$ cat src/rtl/lmc_pkg.sv
package lmc_pkg;

  // ****************************************************************
  // Channel modes
  // ****************************************************************
  typedef enum logic [1:0] {
    LMC_POR = 2'b00,
    LMC_SLEEP = 2'b01,
    LMC_STANDBY = 2'b10,
    LMC_NORMAL = 2'b11
  } lmc_mode_type;

  // ****************************************************************
  // Structure and timing
  // ****************************************************************
  localparam int LMC_CHANNELS = 4;
  localparam int LMC_HALVES = 2;
  localparam int LMC_CLK_MHZ = 125;
  localparam int LMC_CNT_W = 24;
  localparam int LMC_SYNC_W = 3;

  // Filter times in microseconds, plain defaults
  localparam int LMC_SLEEP_ENTRY_US = 10;
  localparam int LMC_NORMAL_ENTRY_US = 10;
  localparam int LMC_BUS_WAKE_US = 150;
  localparam int LMC_TX_TIMEOUT_US = 20000;

  // Least times round up: exceeding the count is taken as "longer than"
  localparam int LMC_SLEEP_ENTRY_CYC = LMC_SLEEP_ENTRY_US * LMC_CLK_MHZ;
  localparam int LMC_NORMAL_ENTRY_CYC = LMC_NORMAL_ENTRY_US * LMC_CLK_MHZ;
  localparam int LMC_BUS_WAKE_CYC = LMC_BUS_WAKE_US * LMC_CLK_MHZ;
  localparam int LMC_TX_TIMEOUT_CYC = LMC_TX_TIMEOUT_US * LMC_CLK_MHZ;

endpackage

$ cat src/rtl/lmc_half_if.sv
`timescale 1ns/10ps
// Per-half supervisory signals shared by the channels of one half
interface lmc_half_if;
  logic supply_good;
  logic over_temp;
  modport ctrl (output supply_good, output over_temp);
  modport chan (input supply_good, input over_temp);
endinterface

$ cat src/rtl/lmc_filter.sv
`timescale 1ns/10ps
// Level filter: a qualified level is reported once the synchronised
// input has held one level for more than LIMIT cycles.
module lmc_filter #(
  parameter int LIMIT = 16
) (
  input wire logic clk,
  input wire logic rst,
  input wire logic level,
  input wire logic hold,
  output logic held_high,
  output logic held_low
);

  logic [lmc_pkg::LMC_CNT_W-1:0] count;
  logic last;
  localparam logic [lmc_pkg::LMC_CNT_W-1:0] LIM =
    lmc_pkg::LMC_CNT_W'(LIMIT);

  // Restart on each change of level, saturate one count past the limit
  always_ff @(posedge clk) begin
    if (rst || hold) begin
      count <= '0;
      last <= level;
    end else if (level != last) begin
      count <= '0;
      last <= level;
    end else if (count <= LIM) begin
      count <= count + 1'b1;
    end
  end

  assign held_high = last && (count > LIM) && !hold;
  assign held_low = !last && (count > LIM) && !hold;

endmodule

$ cat src/rtl/lmc_top.sv
`timescale 1ns/10ps
// Behaviour
// Normal mode, enable low past sleep filter: go to sleep.
// Sleeping channel wakes only on bus low past wake filter.
// Valid remote wake moves sleep to standby at once.
// Standby after wake drives rx_out low as wake flag.
// Enable high in standby clears wake flag immediately.
// Enable high past normal filter from sleep/standby: normal mode.
// Enable low past sleep filter always selects sleep.
// Transmit and receive only in normal mode; otherwise driver off.
// In normal mode rx_out follows bus level.
// Low tx_in drives bus dominant, high releases it.
// Each channel keeps its own mode and signals.
// Channels 1-2 and 3-4 form halves with own supervision.
// No supply-good: half held in power-on reset, all functions off.
// Supply-good rising places the half's channels in sleep.
// Sleep without wake and power-on reset release rx_out.
// Tx low past dominant timeout disables driver until tx rises.
// After entering normal, driver waits for first high tx_in.
// Filters are cycle counters restarting on every level change.
// Standby holds with its flag while enable low is short.
module lmc_top #(
  parameter int TX_TIMEOUT_CYC = lmc_pkg::LMC_TX_TIMEOUT_CYC,
  parameter int BUS_WAKE_CYC = lmc_pkg::LMC_BUS_WAKE_CYC
) (
  input wire logic CORE_CLK,
  input wire logic RST,
  input wire logic [lmc_pkg::LMC_HALVES-1:0] SUPPLY_GOOD,
  input wire logic [lmc_pkg::LMC_HALVES-1:0] OVER_TEMP,
  input wire logic [lmc_pkg::LMC_CHANNELS-1:0] CHANNEL_WAKE_ENABLE,
  input wire logic [lmc_pkg::LMC_CHANNELS-1:0] TX_IN,
  input wire logic [lmc_pkg::LMC_CHANNELS-1:0] BUS_LINE_IN,
  output logic [lmc_pkg::LMC_CHANNELS-1:0] BUS_LINE_OUT,
  output logic [lmc_pkg::LMC_CHANNELS-1:0] BUS_LINE_OE,
  output logic [lmc_pkg::LMC_CHANNELS-1:0] RX_OUT_OUT,
  output logic [lmc_pkg::LMC_CHANNELS-1:0] RX_OUT_OE,
  output lmc_pkg::lmc_mode_type [lmc_pkg::LMC_CHANNELS-1:0] MODE
);

  localparam int NCH = lmc_pkg::LMC_CHANNELS;
  localparam int SW = lmc_pkg::LMC_SYNC_W;
  localparam int CW = lmc_pkg::LMC_CNT_W;
  localparam logic [CW-1:0] TX_LIM = CW'(TX_TIMEOUT_CYC);

  // ****************************************************************
  // Half supervision
  // ****************************************************************
  lmc_half_if half_bus [lmc_pkg::LMC_HALVES] ();
  logic [SW-1:0] sg_sync [lmc_pkg::LMC_HALVES];
  logic [SW-1:0] ot_sync [lmc_pkg::LMC_HALVES];

  for (genvar h = 0; h < lmc_pkg::LMC_HALVES; h++) begin : g_half
    // Three-stage synchronisers; a rise counts when stages 2 and 3 are both high, a fall as soon as either is low
    always_ff @(posedge CORE_CLK) begin
      if (RST) begin
        sg_sync[h] <= '0;
        ot_sync[h] <= '0;
      end else begin
        sg_sync[h] <= {sg_sync[h][SW-2:0], SUPPLY_GOOD[h]};
        ot_sync[h] <= {ot_sync[h][SW-2:0], OVER_TEMP[h]};
      end
    end
    // Each half has its own power-on and thermal status
    assign half_bus[h].supply_good = sg_sync[h][1] && sg_sync[h][2];
    assign half_bus[h].over_temp = ot_sync[h][1] && ot_sync[h][2];
  end

  // ****************************************************************
  // Channels
  // ****************************************************************
  for (genvar c = 0; c < NCH; c++) begin : g_ch
    logic [SW-1:0] en_s;
    logic [SW-1:0] tx_s;
    logic [SW-1:0] bus_s;
    logic en_lvl;
    logic tx_lvl;
    logic bus_lvl;
    logic sg;
    logic ot;
    lmc_pkg::lmc_mode_type mode;
    lmc_pkg::lmc_mode_type next_mode;
    logic wake_flag;
    logic tx_armed;
    logic tx_timed_out;
    logic [CW-1:0] tx_count;
    logic en_high;
    logic en_low;
    logic bus_low;
    localparam int HALF = c / (NCH / lmc_pkg::LMC_HALVES);

    // Channel pairs share one half: a failing supply on one half
    // leaves the other half's channels running
    assign sg = half_bus[HALF].supply_good;
    assign ot = half_bus[HALF].over_temp;

    // Per-channel synchronisers keep each channel on its own pins
    always_ff @(posedge CORE_CLK) begin
      if (RST) begin
        en_s <= '0;
        tx_s <= '1;
        bus_s <= '1;
      end else begin
        en_s <= {en_s[SW-2:0], CHANNEL_WAKE_ENABLE[c]};
        tx_s <= {tx_s[SW-2:0], TX_IN[c]};
        bus_s <= {bus_s[SW-2:0], BUS_LINE_IN[c]};
      end
    end

    // Stable levels: hold the old value until stages 2 and 3 agree
    always_ff @(posedge CORE_CLK) begin
      if (RST) begin
        en_lvl <= 1'b0;
        tx_lvl <= 1'b1;
        bus_lvl <= 1'b1;
      end else begin
        if (en_s[1] == en_s[2]) en_lvl <= en_s[2];
        if (tx_s[1] == tx_s[2]) tx_lvl <= tx_s[2];
        if (bus_s[1] == bus_s[2]) bus_lvl <= bus_s[2];
      end
    end

    // Enable filters; in power-on reset the inputs are disabled
    lmc_filter #(.LIMIT(lmc_pkg::LMC_NORMAL_ENTRY_CYC)) u_norm (
      .clk(CORE_CLK), .rst(RST), .level(en_lvl),
      .hold(mode == lmc_pkg::LMC_POR),
      .held_high(en_high), .held_low()
    );
    lmc_filter #(.LIMIT(lmc_pkg::LMC_SLEEP_ENTRY_CYC)) u_sleep (
      .clk(CORE_CLK), .rst(RST), .level(en_lvl),
      .hold(mode == lmc_pkg::LMC_POR),
      .held_high(), .held_low(en_low)
    );
    // Bus wake filter runs only while asleep
    // Holding it outside sleep means a bus already low at sleep entry
    // must still stay low for the full wake time before it counts
    lmc_filter #(.LIMIT(BUS_WAKE_CYC)) u_wake (
      .clk(CORE_CLK), .rst(RST), .level(bus_lvl),
      .hold(mode != lmc_pkg::LMC_SLEEP),
      .held_high(), .held_low(bus_low)
    );

    // Mode transitions
    always_comb begin
      next_mode = mode;
      unique case (mode)
        lmc_pkg::LMC_POR: begin
          if (sg) next_mode = lmc_pkg::LMC_SLEEP;
        end
        lmc_pkg::LMC_SLEEP: begin
          if (en_high) next_mode = lmc_pkg::LMC_NORMAL;
          else if (bus_low) next_mode = lmc_pkg::LMC_STANDBY;
        end
        lmc_pkg::LMC_STANDBY: begin
          if (en_high) next_mode = lmc_pkg::LMC_NORMAL;
          else if (en_low) next_mode = lmc_pkg::LMC_SLEEP;
        end
        lmc_pkg::LMC_NORMAL: begin
          if (en_low) next_mode = lmc_pkg::LMC_SLEEP;
        end
      endcase
      if (!sg) next_mode = lmc_pkg::LMC_POR;
    end

    always_ff @(posedge CORE_CLK) begin
      if (RST) mode <= lmc_pkg::LMC_POR;
      else mode <= next_mode;
    end

    // Wake flag: set on remote wake, cleared at once by a high enable
    always_ff @(posedge CORE_CLK) begin
      if (RST) begin
        wake_flag <= 1'b0;
      end else if (next_mode == lmc_pkg::LMC_STANDBY &&
                   mode == lmc_pkg::LMC_SLEEP) begin
        wake_flag <= 1'b1;
      end else if (mode != lmc_pkg::LMC_STANDBY || en_lvl) begin
        wake_flag <= 1'b0;
      end
    end

    // Driver arming: only after tx_in seen high in normal mode
    always_ff @(posedge CORE_CLK) begin
      if (RST || mode != lmc_pkg::LMC_NORMAL) tx_armed <= 1'b0;
      else if (tx_lvl) tx_armed <= 1'b1;
    end

    // Dominant timeout: counts while tx low, cleared on tx high
    // It runs in every mode, so a tx held low across a mode change
    // is still caught; only a rising tx re-arms the driver
    always_ff @(posedge CORE_CLK) begin
      if (RST || tx_lvl) begin
        tx_count <= '0;
        tx_timed_out <= 1'b0;
      end else if (tx_count > TX_LIM) begin
        tx_timed_out <= 1'b1;
      end else begin
        tx_count <= tx_count + 1'b1;
      end
    end

    // Open-drain outputs registered; enable high means pulling low
    always_ff @(posedge CORE_CLK) begin
      if (RST) begin
        BUS_LINE_OE[c] <= 1'b0;
        RX_OUT_OE[c] <= 1'b0;
      end else begin
        BUS_LINE_OE[c] <= (mode == lmc_pkg::LMC_NORMAL) && tx_armed &&
          !tx_lvl && !tx_timed_out && !ot;
        unique case (mode)
          lmc_pkg::LMC_NORMAL: RX_OUT_OE[c] <= !bus_lvl;
          lmc_pkg::LMC_STANDBY: RX_OUT_OE[c] <= wake_flag && !en_lvl;
          default: RX_OUT_OE[c] <= 1'b0;
        endcase
      end
    end

    assign BUS_LINE_OUT[c] = 1'b0;
    assign RX_OUT_OUT[c] = 1'b0;
    assign MODE[c] = mode;
  end

endmodule

$ cat config.mk
export PLATFORM = sky130hd
export DESIGN_NAME = lmc_top
export DESIGN_NICKNAME = d
export VERILOG_FILES = /design/src/rtl/lmc_pkg.sv /design/src/rtl/lmc_half_if.sv /design/src/rtl/lmc_filter.sv /design/src/rtl/lmc_top.sv
export SDC_FILE = /design/constraint.sdc
export NUM_CORES = 1
export LEC_CHECK = 0
export ABC_AREA = 1
export ABC_CLOCK_PERIOD_IN_PS = 2700
export BUFFER_PORTS_ARGS = -buffer_cell sky130_fd_sc_hd__buf_2
export CAP_MARGIN = 20
export CORE_AREA = 8 8 243 245
export DETAILED_ROUTE_END_ITERATION = 10
export DIE_AREA = 0 0 251 253
export GPL_TIMING_DRIVEN = 0
export HOLD_SLACK_MARGIN = 0.02
export PLACE_DENSITY = 0.59
export SETUP_SLACK_MARGIN = 0.05
export SLEW_MARGIN = 30
export SYNTH_ARGS = -nofsm -noshare
export SYNTH_HDL_FRONTEND = slang
export SYNTH_SLANG_ARGS = --single-unit
$ cat constraint.sdc
create_clock -name CORE_CLK -period 2.7 [get_ports CORE_CLK]
set_clock_uncertainty 0.15 [all_clocks]
set_input_delay 0.27 -clock CORE_CLK [delete_from_list [all_inputs] [get_ports CORE_CLK]]
set_output_delay 0.27 -clock CORE_CLK [all_outputs]
set_load 0.02 [all_outputs]
# == Word-level counts from Yosys, hierarchy flattened ==
# Memory sizes are Yosys's and may differ from the RTL's.
# Cells that the tools add are included.
# word_totals
register_bits,472
ram_bits,12
word_cells,383
memories,2
# memory_table
name,words,width,rd,rd_ports_with_merged_regs,wr,line_no,text
ot_sync,2,3,2,0,2,lmc_top.sv:50,logic [SW-1:0] ot_sync [lmc_pkg::LMC_HALVES];
sg_sync,2,3,2,0,2,lmc_top.sv:49,logic [SW-1:0] sg_sync [lmc_pkg::LMC_HALVES];
# op_classes
addsub,16
order_cmp,28
eq_ne,52
n_mux,67
bitwise,4
reduce_logical,138
# op_table
operator,count
adder 24 x 1 -> 24 bit (second input constant),16
greater-than comparator 24 x 11 -> 1 bit (second input constant),8
<= comparator 24 x 11 -> 1 bit (second input constant),8
greater-than comparator 24 x 15 -> 1 bit (second input constant),4
greater-than comparator 24 x 22 -> 1 bit (second input constant),4
<= comparator 24 x 15 -> 1 bit (second input constant),4
logical AND 1 bit,52
2-to-1 mux 2 bit,20
2-to-1 mux 1 bit,35
logical NOT 1 bit,34
one-hot mux 2 bit (4 select lines),4
nonzero test 2 bit,16
equality test 2 bit (second input constant),12
OR reduction 2 bit,12
logical OR 1 bit,20
!= test 2 bit (second input constant),8
equality test 1 bit,12
2-to-1 mux 3 bit,4
!= test 1 bit,12
equality test 2 x 1 -> 1 bit (second input constant),4
logical NOT 2 bit,4
!= test 2 x 1 -> 1 bit (second input constant),4
one-hot mux 1 bit (2 select lines),4
bitwise OR 1 bit,4

# == Longest topological paths before layout ==
# depth
depth_word,10
ltp_mapped,16
ltp_nobuf,16

# == By module ==
# From an unflattened synthesis, not the netlist that was laid out.
# unflattened
hier_cells,3354
hier_area_um2,24419.7
# modules_own_cells
mod,n_inst,cells_each,area_per_inst_um2,seq_area_each_um2
lmc_filter (g_ch[0].u_norm ...),8,156,1233.7,510.5
lmc_top,1,1318,9024.9,3683.5
lmc_filter (g_ch[0].u_wake ...),4,197,1381.3,510.5

# == Worst setup path before layout ==
# No wires, ideal clock.
# synth_path
path_type,flip-flop to flip-flop
start,register g_ch[1].u_norm.count[0] (netlist bit)
end,register g_ch[1].u_norm.count[10] (netlist bit)
setup_ns,0.115
arrival_ns,1.570
required_time_ns,2.435
path_slack_ns,0.866
path_stages_with_launch,12
path_buffers,0
period_less_slack_ns,1.834
path_cell_list,dfxtp_1 -> inv_1 -> ha_1 -> o21ai_0 -> nand2_1 -> nand2_1 -> nand2_1 -> nand2_2 -> clkinv_1 -> nand3_1 -> nor3_1 -> o21a_1
# synth_between
elab_chain_len,1
word_cells_on_any_way,2
cone_classes,add/sub: 1; order compare: 1
# synth_lines
item,line_no,text
start: declaration,lmc_filter.sv:15,logic [lmc_pkg::LMC_CNT_W-1:0] count;
start signal: assignment,lmc_filter.sv:29,count <= count + 1'b1;
adder 24 x 1 -> 24 bit / <= comparator 24 x 11 -> 1 bit (equally long branches),"lmc_filter.sv:29, lmc_filter.sv:28",
# Parallel ways exist; a longest one is shown, timed or not.
# A chain may end at the register's enable or synchronous reset.

# == Worst setup path in the final report ==
# layout_path
start,register g_ch[0].mode[0]
end,register g_ch[0].u_sleep.last (enable)
# layout_between
elab_chain_len,3
# layout_lines
item,line_no,text
start: declaration,lmc_top.sv:80,lmc_pkg::lmc_mode_type mode;
start signal: assignment,lmc_top.sv:165,if (RST) mode <= lmc_pkg::LMC_POR;
start signal: assignment,lmc_top.sv:166,else mode <= next_mode;
logical NOT 2 bit,lmc_top.sv:130,".hold(mode == lmc_pkg::LMC_POR),"
logical OR 1 bit,lmc_filter.sv:22,if (rst || hold) begin
nonzero test 2 bit (no source line),n/a,
end signal: assignment,lmc_filter.sv:24,last <= level;
end signal: assignment,lmc_filter.sv:27,last <= level;
end: declaration,lmc_filter.sv:16,logic last;
# Every way passes these cells.

==> run_results.csv <==
group,metric,value,unit
run_status,status,"finished clean",
sta,relSlewSlack,43.2,%
cts,clk_pin_slew,60,ps
synth,netlist_area,0.0218,mm2
pwr,irDropWorstVdd,0.000505,V
drt,drt_iter0_drc,946,
synth,async_flop_share,0,%
grt,antenna_found_initial,0,
final_layout,diodes,0,
cts,clk_latency,600,ps
grt,grt_max_degree,16,
grt,overflow,0,
floorplanning,io_pins,42,
job,drv_cap,0,
drt,drc,0,
worst_setup_path,critPathLaunchType,"flip-flop",
sta,setup_viol,0,
drt,met3WireLength,1.66,mm
sta,finalHoldViolations,0,
worst_setup_path,critical_path_arrival,2300,ps
sta,max_freq,0.467,GHz
synth,postSynthCellCount,3029,
placed_design,dp_hpwl,32.8,mm
synth,yosysUniqueCellTypes,42,
cts,cts_tree,"done",
sta,worst_slack,560,ps
cts,cts-root-buf,"clkbuf_16",
worst_setup_path,cp_max_fo,10,
sta,finalCritPeriodShare,79.2,%
floorplanning,initial_core_util,39.2,%
cts,numCtsBuffers,53,
cts,cts_setup_buffers,0,
final_layout,areaGrowthSynthToFinish,13.9,%
placed_design,io_buffers,32,
synth,ys_ff_latch,484,
floorplanning,die_y,253,um
drt,dr.pass1.iters,5,
drt,vias,18000,
synth,synth-edff-count,12,
cts,clock_path_buffers,3,
placed_design,gp_congestion,0.855,
cts,cts.sinks,484,
cts,cts_max_level,2,
synth,ys.warnings.count,0,
final_layout,drive_above_1_share,7.22,%
pwr,p_leak,8.83,nW
floorplanning,die_x,251,um
synth,avgSynthCellArea,7.19,um2
synth,yosysSeqAreaShare,45.0,%
pwr,p_per_area,589,mW/mm2
final_layout,layout_commonest_cell,"nand2_1",
final_layout,most-common-layout-cells,"537 x nand2_1, 475 x inv_1, 472 x dfxtp_1",
final_layout,final_util,44.7,%
drt,drt-vias-per-instance,4.62,
sta,slew_violations,0,
sta,grt_setup_unrepaired,"false",
worst_setup_path,crit_type,"flip-flop to flip-flop",
sta,period_minus_slack,2140,ps
worst_setup_path,crit_required,2860,ps
drt,met2_length,19.6,mm
floorplanning,fp.dieArea,0.0635,mm2
cts,cts.repair.resized,0,
drt,routed.top_layer,"met4",
synth,yosys_most_used_dff,"dfxtp_1",
pwr,p_total,14.6,mW
floorplanning,placement_rows,87,
min_path,hold_path_class,"flip-flop to flip-flop",
sta,tightestPinTransition,851,ps
final_layout,num-fill-cells,5716,
drt,wl,45.5,mm
floorplanning,core_area,0.0555,mm2
worst_setup_path,worstSetupEndpointType,"flip-flop",
worst_setup_path,rrSetupSlack,560,ps
placed_design,post-place-ws,-61.1,ps
drt,postRouteAntennaNets,0,
grt,grt_pass1_vias,16600,
drt,wire_per_inst,11.7,um
grt,grt_usage,14.2,%
drt,drt-met1-wl,23.1,mm
final_layout,layout.nets,3189,
grt,grt_pass1_wl,77.9,mm
==> cell usage after synthesis (4+ instances only) <==
cell type    n  area, um2
nand2_1    537       2020
inv_1      475       1780
dfxtp_1    472       9450
nor2_1     470       1760
nand3_1    235       1180
a21oi_1    209       1050
o21ai_0    106        531
nor3_1      82        410
xor2_1      64        561
nand4_1     63        394
xnor2_1     42        368
clkbuf_1    32        120
ha_1        32        400
or2_2       30        188
nor4_1      29        181
buf_2       23        115
buf_4       18        135
a21oi_2     14        123
edfxtp_1    12        360
nor3b_1     10       75.1
a211oi_1     7       52.6
nand3b_1     7       52.6
clkinv_1     6       22.5
o31ai_1      6       45.0
a31oi_1      5       31.3
o21a_1       5       37.5
and3_1       4       25.0
nand2_2      4       25.0
nor4_2       4       50.1
o211ai_1     4       30.0
==> area by class of cell <==
class                   instances  area, um2  area share, %
repair buffers                 48        320           1.29
well taps                     712        891           3.59
plain buffers                  77        408           1.64
clock buffers                  81       1590           6.42
inverters                     483       1810           7.30
multi-input cells            1992       9780           39.4
flip-flops and latches        484       9810           39.5
clock inverters                19        208          0.837
==> critical path, cell delays in order, from the launching register on <==
cell	delay, ps
dfxtp_1	430
inv_1	80
a21oi_1	150
inv_1	100
a21oi_2	310
clkinv_1	320
buf_1	300
==> report_power, final <==
group / total, mW / switching, mW / leakage (nW) / internal, mW
Sequential: 7.21 / 0.0122 / 3.94 / 7.20
Combinational: 0.130 / 0.0772 / 4.01 / 0.0531
Clock: 7.27 / 2.98 / 0.881 / 4.29
Total: 14.6 / 3.07 / 8.83 / 11.5
==> state kept, by name, indices dropped and copies added (netlist names), 6 cells and up <==
register,flops
g_ch.bus_s,12
g_ch.en_s,12
g_ch.mode,8
g_ch.tx_count,96
g_ch.tx_s,12
g_ch.u_norm.count,96
g_ch.u_sleep.count,96
g_ch.u_wake.count,96
ot_sync,6
sg_sync,6
==> stage by stage <==
step,std cells,cell area [um2],hold slack [ps],TNS [ps]
2_1_floorplan,3036,21800,224,0
3_3_place_gp,3780,22900,241,-36.9
3_5_place_dp,3780,22900,242,-61.1
4_1_cts,3896,24800,211,0
5_1_grt,3896,24800,254,0
6_report,3896,24800,245,0
==> routing by layer <==
layer  GRT usage [%]  vias up
met5               0        -
li1                -     9828
met4            4.66        0
met1            19.2     7925
met3            2.61       79
met2            22.7      185
==> what timing repair did <==
item,in CTS,in global routing
endpoints found under the hold margin,16,0
endpoints found under the setup margin,0,0
hold buffers,16,0
==> worst paths after layout <==
| kind | from | endpoint | cells past startpoint |
|---|---|---|---|
| worst max-delay path | g_ch[0].mode[0] | g_ch[0].u_sleep.last | 6 |
| worst min-delay path | sg_sync[0][0] | sg_sync[0][1] | 2 |
| worst max register to register | g_ch[0].mode[0] | g_ch[0].u_sleep.last | 6 |
| worst min register to register | sg_sync[0][0] | sg_sync[0][1] | 2 |
==> logic make-up (layout without fill, tap and decap cells) <==
kind of cell,Yosys count,in the layout,synth area share (%)
DFF,484,484,45.0
buffers and inverters,560,708,10.2
and+or+nand+nor,1486,1486,29.8
AOI/OAI and AO/OA,360,360,8.85
adders and majority gates,32,32,1.84
other,1,8,0.0172
xor gates and xnor gates,106,106,4.26
(Power assumes the default switching activity.)
